**src/pkt_seq_pkg.sv**
```systemverilog
package pkt_seq_pkg;

  localparam int WORD_W    = 32;
  localparam int IDX_W     = 3;
  localparam int WNUM_W    = 3;
  localparam int PHASE_W   = 2;
  localparam int BLOCK_W   = 4;
  localparam int FIFO_DEPTH = 16;
  localparam int FIFO_AW   = 4;

  localparam logic [IDX_W-1:0] WORDS_PER_BLOCK = 3'h7;
  localparam logic [IDX_W-1:0] BIW_INDEX       = 3'h0;

  localparam logic [1:0] RATE_LOW  = 2'h0;
  localparam logic [1:0] RATE_MID  = 2'h1;
  localparam logic [1:0] RATE_HIGH = 2'h2;

  localparam logic [PHASE_W-1:0] PHASE_A = 2'h0;
  localparam logic [PHASE_W-1:0] PHASE_B = 2'h1;
  localparam logic [PHASE_W-1:0] PHASE_C = 2'h2;
  localparam logic [PHASE_W-1:0] PHASE_D = 2'h3;

  typedef enum logic [2:0] {
    WT_IDLE, WT_BIW, WT_ADDR, WT_LONG_ADDR, WT_VECTOR, WT_MESSAGE
  } word_type_t;

  typedef enum logic [1:0] {
    PK_ADDRESS, PK_VECTOR, PK_MESSAGE, PK_BIW
  } pkt_type_t;

  localparam int PKT_W = 2 + PHASE_W + BLOCK_W + 8 + 8 + WORD_W;

endpackage

```
**src/pkt_fifo_if.sv**
```systemverilog
interface pkt_fifo_if #(
  parameter int W = 8
);
  logic         in_valid;
  logic         in_ready;
  logic [W-1:0] in_data;
  logic         out_valid;
  logic         out_ready;
  logic [W-1:0] out_data;

  modport fifo (input in_valid, in_data, out_ready, output in_ready, out_valid, out_data);
  modport user (output in_valid, in_data, out_ready, input in_ready, out_valid, out_data);
endinterface

```
**src/pkt_fifo.sv**
```systemverilog
module pkt_fifo #(
  parameter int W     = 8,
  parameter int DEPTH = 16,
  parameter int AW    = 4
) (
  input  wire logic mclk_i,
  input  wire logic reset_i,
  pkt_fifo_if.fifo  q
);

  logic [W-1:0] mem [DEPTH];
  logic [AW-1:0] wp_r, wp_nxt, rp_r, rp_nxt;
  logic [AW:0]   cnt_r, cnt_nxt;
  logic          push, pop;

  assign q.in_ready  = (cnt_r < (AW+1)'(DEPTH));
  assign q.out_valid = (cnt_r != '0);
  assign q.out_data  = mem[rp_r];
  assign push        = q.in_valid && q.in_ready;
  assign pop         = q.out_valid && q.out_ready;

  always_comb begin
    wp_nxt  = push ? wp_r + 1'b1 : wp_r;
    rp_nxt  = pop ? rp_r + 1'b1 : rp_r;
    cnt_nxt = cnt_r;
    if (push && !pop) begin
      cnt_nxt = cnt_r + 1'b1;
    end else if (pop && !push) begin
      cnt_nxt = cnt_r - 1'b1;
    end
  end

  always_ff @(posedge mclk_i) begin
    if (reset_i) begin
      wp_r  <= '0;
      rp_r  <= '0;
      cnt_r <= '0;
    end else begin
      wp_r  <= wp_nxt;
      rp_r  <= rp_nxt;
      cnt_r <= cnt_nxt;
    end
  end

  always_ff @(posedge mclk_i) begin
    if (push) begin
      mem[wp_r] <= q.in_data;
    end
  end

endmodule

```
**src/pkt_sequencer.sv**
```systemverilog
module pkt_sequencer
  import pkt_seq_pkg::*;
(
  input  wire logic                           mclk_i,
  input  wire logic                           reset_i,
  input  wire logic [1:0]                     rate_i,
  input  wire logic                           biw_report_en_i,
  input  wire logic                           blk_valid_i,
  output logic                                blk_ready_o,
  input  wire logic [pkt_seq_pkg::BLOCK_W-1:0] blk_num_i,
  input  wire logic [pkt_seq_pkg::PHASE_W-1:0] word_phase_i,
  input  wire logic [pkt_seq_pkg::WNUM_W-1:0]  word_index_i,
  input  wire logic [2:0]                     word_type_i,
  input  wire logic [7:0]                     ref_index_i,
  input  wire logic [7:0]                     ref_len_i,
  input  wire logic [pkt_seq_pkg::WORD_W-1:0]  word_data_i,
  output logic                                pkt_valid_o,
  input  wire logic                           pkt_ready_i,
  output logic [1:0]                          pkt_type_o,
  output logic [pkt_seq_pkg::PHASE_W-1:0]     pkt_phase_o,
  output logic [pkt_seq_pkg::BLOCK_W-1:0]     pkt_block_o,
  output logic [7:0]                          pkt_ref_o,
  output logic [7:0]                          pkt_aux_o,
  output logic [pkt_seq_pkg::WORD_W-1:0]      pkt_data_o
);
  import pkt_seq_pkg::*;

  // ------------------------------------------------------------
  // Block store: one block of all phases, loaded then walked
  // ------------------------------------------------------------
  localparam int SLOTS = 32;
  localparam int SLOT_W = 5;

  typedef enum logic [1:0] {S_LOAD, S_WALK, S_DONE} state_t;

  logic [2:0]       typ_r  [SLOTS];
  logic [7:0]       ref_r  [SLOTS];
  logic [7:0]       len_r  [SLOTS];
  logic [WORD_W-1:0] dat_r [SLOTS];

  state_t               state_r, state_nxt;
  logic [BLOCK_W-1:0]   blk_r, blk_nxt;
  logic [SLOT_W-1:0]    pos_r, pos_nxt;
  logic [PHASE_W-1:0]   last_phase;
  logic                 load_wr;
  logic [SLOT_W-1:0]    load_slot;
  logic                 load_end;
  logic                 walk_end;
  logic [PHASE_W-1:0]   walk_last_r, walk_last_nxt;
  logic                 walk_biw_en_r, walk_biw_en_nxt;

  // ------------------------------------------------------------
  // Packet FIFO between walk and output register
  // ------------------------------------------------------------
  pkt_fifo_if #(.W(PKT_W)) fq ();

  pkt_fifo #(
    .W     (PKT_W),
    .DEPTH (FIFO_DEPTH),
    .AW    (FIFO_AW)
  ) u_fifo (
    .mclk_i  (mclk_i),
    .reset_i (reset_i),
    .q       (fq)
  );

  // ------------------------------------------------------------
  // Phase count per rate
  // ------------------------------------------------------------
  // phase count
  always_comb begin
    case (rate_i)
      RATE_HIGH: last_phase = PHASE_D;
      RATE_MID:  last_phase = PHASE_B;
      RATE_LOW:  last_phase = PHASE_A;
      default:   last_phase = PHASE_A;
    endcase
  end

  // ------------------------------------------------------------
  // Load side
  // ------------------------------------------------------------
  assign blk_ready_o = (state_r == S_LOAD);
  assign load_wr     = blk_valid_i && blk_ready_o;
  assign load_slot   = {word_phase_i, word_index_i};
  // last word of last phase closes the block
  assign load_end    = load_wr && (word_phase_i == last_phase) &&
                       (word_index_i == WORDS_PER_BLOCK);

  // ------------------------------------------------------------
  // Slot store: loads one word, empties after each walk
  // ------------------------------------------------------------
  logic [2:0]        typ_nxt [SLOTS];
  logic [7:0]        ref_nxt [SLOTS];
  logic [7:0]        len_nxt [SLOTS];
  logic [WORD_W-1:0] dat_nxt [SLOTS];

  for (genvar s = 0; s < SLOTS; s++) begin : g_slot
    logic hit;

    assign hit = load_wr && (load_slot == SLOT_W'(s));

    always_comb begin
      typ_nxt[s] = typ_r[s];
      ref_nxt[s] = ref_r[s];
      len_nxt[s] = len_r[s];
      dat_nxt[s] = dat_r[s];
      if (hit) begin
        typ_nxt[s] = word_type_i;
        ref_nxt[s] = ref_index_i;
        len_nxt[s] = ref_len_i;
        dat_nxt[s] = word_data_i;
      end else if (state_r == S_DONE) begin
        typ_nxt[s] = WT_IDLE;
      end
    end

    // Only the type needs a reset: idle slots never emit
    always_ff @(posedge mclk_i) begin
      if (reset_i) begin
        typ_r[s] <= WT_IDLE;
      end else begin
        typ_r[s] <= typ_nxt[s];
      end
      ref_r[s] <= ref_nxt[s];
      len_r[s] <= len_nxt[s];
      dat_r[s] <= dat_nxt[s];
    end
  end

  // ------------------------------------------------------------
  // Walk: phases ascending, word index ascending
  // ------------------------------------------------------------
  logic [2:0]         cur_typ;
  logic [PHASE_W-1:0] cur_phase;
  logic [WNUM_W-1:0]  cur_idx;
  logic               emit;
  logic [1:0]         emit_type;
  logic [7:0]         emit_ref;
  logic [7:0]         emit_aux;
  logic               advance;

  assign cur_typ   = typ_r[pos_r];
  assign cur_phase = pos_r[SLOT_W-1:WNUM_W];
  assign cur_idx   = pos_r[WNUM_W-1:0];

  always_comb begin
    emit      = 1'b0;
    emit_type = PK_MESSAGE;
    emit_ref  = ref_r[pos_r];
    emit_aux  = len_r[pos_r];
    case (word_type_t'(cur_typ))
      WT_BIW: begin
        emit      = walk_biw_en_r;
        emit_type = PK_BIW;
      end
      WT_ADDR, WT_LONG_ADDR: begin
        emit      = 1'b1;
        emit_type = PK_ADDRESS;
      end
      WT_VECTOR: begin
        emit      = 1'b1;
        emit_type = PK_VECTOR;
      end
      WT_MESSAGE: begin
        emit      = 1'b1;
        emit_type = PK_MESSAGE;
      end
      default: emit = 1'b0;
    endcase
    if (cur_idx == BIW_INDEX) begin
      emit = 1'b0;
    end
  end

  assign advance  = (state_r == S_WALK) && (!emit || fq.in_ready);
  assign walk_end = (cur_phase == walk_last_r) && (cur_idx == WORDS_PER_BLOCK);

  assign fq.in_valid = (state_r == S_WALK) && emit;
  assign fq.in_data  = {emit_type, cur_phase, blk_r, emit_ref, emit_aux, dat_r[pos_r]};

  // ------------------------------------------------------------
  // Walk state
  // ------------------------------------------------------------
  always_comb begin
    state_nxt       = state_r;
    pos_nxt         = pos_r;
    blk_nxt         = blk_r;
    walk_last_nxt   = walk_last_r;
    walk_biw_en_nxt = walk_biw_en_r;
    case (state_r)
      S_LOAD: begin
        if (load_wr) begin
          blk_nxt = blk_num_i;
        end
        // rate held for the walk, a late change cannot cut it
        if (load_end) begin
          state_nxt       = S_WALK;
          pos_nxt         = '0;
          walk_last_nxt   = last_phase;
          walk_biw_en_nxt = biw_report_en_i;
        end
      end
      S_WALK: begin
        if (advance) begin
          if (walk_end) begin
            state_nxt = S_DONE;
          end else begin
            pos_nxt = pos_r + 1'b1;
          end
        end
      end
      S_DONE: begin
        state_nxt = S_LOAD;
      end
      default: state_nxt = S_LOAD;
    endcase
  end

  always_ff @(posedge mclk_i) begin
    if (reset_i) begin
      state_r    <= S_LOAD;
      pos_r      <= '0;
      blk_r         <= '0;
      walk_last_r   <= PHASE_A;
      walk_biw_en_r <= 1'b0;
    end else begin
      state_r       <= state_nxt;
      pos_r         <= pos_nxt;
      blk_r         <= blk_nxt;
      walk_last_r   <= walk_last_nxt;
      walk_biw_en_r <= walk_biw_en_nxt;
    end
  end

  // ------------------------------------------------------------
  // Output stage
  // ------------------------------------------------------------
  logic              ov_r, ov_nxt;
  logic [PKT_W-1:0]  od_r, od_nxt;

  assign fq.out_ready = !ov_r || pkt_ready_i;

  always_comb begin
    ov_nxt = ov_r;
    od_nxt = od_r;
    if (fq.out_ready) begin
      ov_nxt = fq.out_valid;
      if (fq.out_valid) begin
        od_nxt = fq.out_data;
      end
    end
  end

  always_ff @(posedge mclk_i) begin
    if (reset_i) begin
      ov_r <= 1'b0;
      od_r <= '0;
    end else begin
      ov_r <= ov_nxt;
      od_r <= od_nxt;
    end
  end

  assign pkt_valid_o = ov_r;
  assign {pkt_type_o, pkt_phase_o, pkt_block_o, pkt_ref_o, pkt_aux_o, pkt_data_o} = od_r;

endmodule

```
**config.mk**
```make
export PLATFORM = sky130hd
export DESIGN_NAME = pkt_sequencer
export DESIGN_NICKNAME = d
export VERILOG_FILES = /design/src/pkt_seq_pkg.sv /design/src/pkt_fifo_if.sv /design/src/pkt_fifo.sv /design/src/pkt_sequencer.sv
export SDC_FILE = /design/constraint.sdc
export NUM_CORES = 2
export LEC_CHECK = 0
export ABC_AREA = 1
export BUFFER_PORTS_ARGS = -buffer_cell sky130_fd_sc_hd__buf_2
export CORE_MARGIN = 1.5
export CORE_UTILIZATION = 57
export CTS_CLUSTER_DIAMETER = 60
export DETAILED_ROUTE_END_ITERATION = 12
export PLACE_DENSITY_LB_ADDON = 0.12
export SLEW_MARGIN = 30
export SYNTH_ARGS = -nofsm -noshare
export SYNTH_HDL_FRONTEND = slang
export SYNTH_SLANG_ARGS = --single-unit
```
**constraint.sdc**
```tcl
create_clock -name mclk_i -period 4.1 [get_ports mclk_i]
set_input_delay 0.615 -clock mclk_i [delete_from_list [all_inputs] [get_ports mclk_i]]
set_output_delay 0.615 -clock mclk_i [all_outputs]
set_load 0.05 [all_outputs]
```
### Yosys cells after proc, flatten, opt, wreduce, memory -nomap -nowiden

Memories as Yosys holds them, arrays and structs flattened. A register that Yosys moved wholly into a read port is not among the register bits.
Cells that the tools add are included.

| cells by class | value |
|---|---|
| add/subtract/negate cells | 5 |
| magnitude comparators | 1 |
| equality and inequality tests | 112 |
| mux-type cells | 498 |
| bitwise gates (word level) | 32 |
| reductions and logical operators | 186 |

Operators by type and width:

| kind | count |
|---|---|
| $mux 32 | 63 |
| $mux 8 | 126 |
| $reduce_or 32->1 | 31 |
| $mux 5 | 106 |
| $reduce_or 8->1 | 62 |
| $mux 3 | 96 |
| $mux 1 | 99 |
| $eq 5x5->1 const B | 16 |
| $ne 2x2->1 const B | 35 |
| $reduce_and 2->1 | 35 |
| $logic_and 1x1->1 | 42 |
| $eq 5x4->1 const B | 8 |
| $ne 1x1->1 const B | 32 |
| $or 1x1->1 | 32 |
| $eq 5x3->1 const B | 4 |
| $eq 3x3->1 const B | 4 |
| $add 5x1->5 const B | 2 |
| $eq 5x2->1 const B | 2 |
| $pmux 5 s2 | 1 |
| $add 4x1->4 const B | 2 |
| $pmux 2 s2 | 2 |
| $eq 3x2->1 const B | 2 |
| $mux 2 | 3 |
| $pmux 2 s3 | 1 |
| 20 further kinds | 28 |

| storage, ports and cells | value |
|---|---|
| register bits | 28 |
| bits in writable memories | 2,528 |
| input port bits | 67 |
| output and inout bits | 58 |
| word-level logic and storage cells | 848 |
| memories kept | 5 |

Memory list:

| name | words | bits a word | read ports | clocked after memory_dff | write ports | RTL line | source |
|---|---|---|---|---|---|---|---|
| dat_r | 32 | 32 | 1 | 1 | 1 | pkt_sequencer.sv:39 | `logic [WORD_W-1:0] dat_r [SLOTS];` |
| u_fifo.mem | 16 | 56 | 1 | 1 | 1 | pkt_fifo.sv:11 | `logic [W-1:0] mem [DEPTH];` |
| len_r | 32 | 8 | 1 | 1 | 1 | pkt_sequencer.sv:38 | `logic [7:0] len_r [SLOTS];` |
| ref_r | 32 | 8 | 1 | 1 | 1 | pkt_sequencer.sv:37 | `logic [7:0] ref_r [SLOTS];` |
| typ_r | 32 | 3 | 1 | 1 | 32 | pkt_sequencer.sv:36 | `logic [2:0] typ_r [SLOTS];` |

### Logic depth before layout (Yosys ltp)

| depth | value |
|---|---|
| word-level depth | 36 |
| gate-level depth with buffers | 24 |
| mapped depth without buffers | 22 |

### Hierarchy

Synthesis repeated with hierarchy kept, for this count alone.

| unflattened totals | value |
|---|---|
| cell total of the unflattened synthesis | 8,847 |
| area, all modules | 106,354.5 µm² |

By module, submodules not included:

| module | instances | cells each | area each (µm²) | seq. area each (µm²) |
|---|---|---|---|---|
| pkt_sequencer | 1 | 5,106 | 66,978.0 | 50,528.5 |
| pkt_fifo | 1 | 3,741 | 39,376.5 | 27,246.1 |

### Least setup slack after synthesis

OpenSTA, ideal clock, no wires.

| path | value |
|---|---|
| path type | register to register |
| from | register state_r[1] |
| to | memory typ_r[22][0] (data pin) |
| library setup time | 156 ps |
| data arrival time | 4,299 ps |
| data required time | 3,944 ps |
| path slack | -355 ps |
| stages on the path, launching flop included | 9 |
| path buffers | 1 |
| clock period less this slack | 4,455 ps |
| path through | dfxtp_1 -> nor2_1 -> nand2_1 -> inv_1 -> nand2_1 -> clkbuf_1 -> nor2_1 -> nand2_1 -> nor2_1 |

RTL lines:

| what | RTL line | source |
|---|---|---|
| start, declared | pkt_sequencer.sv:41 | `state_t state_r, state_nxt;` |
| start signal, assigned | pkt_sequencer.sv:228 | `state_r <= state_nxt;` |
| end, declared | pkt_sequencer.sv:36 |  |

==> impl_metrics.toml <==
[run_status]
status = "finished, final reports clean"

[pwr]
p_leak_uw = 0.0381
finalPower_uw = 63300
power_density_nw_per_um2 = 546
ir_drop_uv = 626

[timing]
finalWorstPathRequiredPeriod_ns = 3.56
worst_slack_ns = 0.535
slew_headroom_pct = 23.2
setup_violations = 0
finalHoldViolCount = 0
skew_ns = 0.0361
maxSlewViolCount = 0
fin_crit_sh_pct = 86.9
rsz0062_at_grt = "false"
max_freq_mhz = 281
holdWs_ns = 0.0523
worst_pin_slew_ns = 1.15

[synthesis]
yosys.area.top_type = "edfxtp_1"
synth_fp_nets = 7830
synth-seq-cells = 2617
synthTopCellsByCount = "edfxtp_1 (2528), nor2_1 (1762), o21ai_0 (1402)"
yosysSeqAreaShare_pct = 76.0
synth_area_um2 = 102000
synth_cell_types = 39
synth_area_leaders = "edfxtp_1 (74%), o21ai_0 (6.9%), nor2_1 (6.5%), o221ai_1 (2.3%), o22ai_1 (2.3%)"
yosysWarnings = 0
netlist_instances = 7749
synth_edf_count = 2528
syn-mean-instance-area_um2 = 13.2
synth_flop_cell = "edfxtp_1"
synth_top_area_share_pct = 74.3
synth.most_common_cell = "edfxtp_1"
synthArstFlopShare_pct = 0

[clock_tree]
cts_root_buffer = "clkbuf_16"
clock_sinks = 2617
worstSkewPairLatency_ns = 0.94
cts.htree.levels = 5
clk_pin_slew_ns = 0.06
clockBufferDepth = 4
cts_tree = "done"
cts_inserted_buffers = 286

[min_path]
hold_class = "in -> reg"

[die]
coreArea_um2 = 178000
die_y_um = 426
die-area_um2 = 182000
ioPinCount = 125
start_util_pct = 57.3
die_w_um = 426
std_cell_rows = 155

[finish]
syn2layout_area_growth_pct = 13.6
drive_above_1_share_pct = 10.3
final_util_pct = 65.1
nNetsFinal = 7922

[grt]
antenna_found_initial = 27
use_met1_pct = 43.8
grt_pass1_vias = 64500
track_usage_pct = 31.6
met2_usage_pct = 50.8
grt.busiest_layer = "met2"
grt_max_degree = 231
overflow = 0
use_met3_pct = 4.86
grt_pass1_wl_um = 423000

[route]
dr.pass1.iters = 6
drc = 0
drt_iter0_drc = 8227
wl_um = 287000
wl_per_cell_um = 27.6
vias_per_cell = 6.46
drtAntennaViolNets = 0
num_vias = 67200

[critical_path]
cp.required_ns = 4.84
crit_type = "reg -> reg"
worst_r2r_path_depth = 8
path_max_fanout = 71
arrival_ns = 4.30
rrSetupSlack_ns = 0.54
crit_path_end_kind = "register"
critPathCapture = "u_fifo.mem[6][10]"
timing.rr.end = "u_fifo.mem[6][10]"
startpoint_type = "register"

[flow_run]
max_cap_violations = 0

[placement]
dp_slack_ns = 0.469
io_buffer_count = 124
dp_hpwl_um = 150000
gp_congestion = 0.829
-- logic make-up (layout without fill, tap and decap cells) --
group / Yosys count / in the layout / synth area share [%]
AO/OA/AOI/OAI: 2250 / 2250 / 12.7
XOR/XNOR: 7 / 7 / 0.0600
adder cells (fa/ha/maj): 14 / 14 / 0.179
buffers and inverters: 687 / 978 / 2.69
flip-flops: 2617 / 2617 / 76.0
other: 0 / 9 / 0
AND/OR/NAND/NOR: 2174 / 2174 / 8.30
-- where the power goes --
| part | internal [uW] | switching (uW) |
|---|---|---|
| combinational | 2470 | 6580 |
| sequential | 29800 | 367 |
| clock | 14100 | 10000 |
-- placed cells by master, fill, tap and decap left out, types with 70 or more instances in the layout --
cell,synthesis,final
buf_12,0,117
inv_1,106,100
buf_4,10,132
o21ai_0,1402,1401
edfxtp_1,2528,2528
buf_2,81,123
nand3_1,191,191
nand2_1,199,197
dfxtp_1,89,80
nor2_1,1762,1714
clkbuf_1,454,70
o221ai_1,274,274
clkbuf_16,0,296
o21ai_1,81,82
o22ai_1,370,370
-- state kept, by name, summed over array words and instances (netlist names), 2 cells and up, named ones only --
name	cells
pos_r	5
u_fifo.cnt_r	5
u_fifo.mem	896
blk_r	4
walk_last_r	2
len_r	256
u_fifo.wp_r	4
ref_r	256
typ_r	96
od_r	56
u_fifo.rp_r	4
state_r	2
dat_r	1024
-- metrics by stage --
stage / TNS (ns) / instance area (um^2) / std cells
finish: 0 / 116000 / 10400
detailed placement: 0 / 107000 / 9904
floorplan: -195.89 / 102000 / 7749
CTS: 0 / 116000 / 10400
global placement: 0 / 107000 / 9900
global route: 0 / 116000 / 10400
-- per-layer routing --
layer / vias up / part of all wire (%)
li1: 29200 / -
met1: 33600 / 40
met2: 3639 / 48
met3: 685 / 9.0
met4: 22 / 3.7
met5: - / 0.051
-- area by class of cell --
cell class	instances	area (um^2)
flip-flops and latches	2617	77700
clock inverters	114	887
repair buffers	378	4050
clock buffers	373	7770
diodes	9	22.5
multi-input cells	4445	22200
well taps	2355	2950
fillers	12800	62200
inverters	113	479
-- how the worst min path moves through the flow --
| stage | start | end | slack, ns | cells after the start |
|---|---|---|---|---|
| floorplan | walk_biw_en_r | walk_biw_en_r | 0.46 | 2 |
| global placement | walk_last_r[1] | walk_last_r[1] | 0.50 | 2 |
| detailed placement | walk_last_r[1] | walk_last_r[1] | 0.51 | 2 |
| CTS | blk_num_i[3] | blk_r[3] | 0.004 | 3 |
| global route | blk_num_i[3] | blk_r[3] | 0.04 | 3 |
| finish | rate_i[1] | walk_last_r[0] | 0.05 | 3 |
-- worst max-delay path, stage by stage, from the launching register on --
cell and delay, ns:
dfxtp_4 0.55, buf_12 0.31, buf_4 0.66, buf_4 0.53
o21ai_0 0.18, o221ai_1 0.28, nand3_1 0.12, a32oi_1 0.35
buf_4 0.29
-- timing repair --
action / 4_1_cts / 5_1_grt
endpoints found under the hold margin: 7 / 0
hold buffers: 2 / 0
endpoints found under the setup margin: 0 / 1
setup buffers: 0 / 1
resized for setup: 0 / 0
No activity file was read; power rests on OpenSTA's default activity.
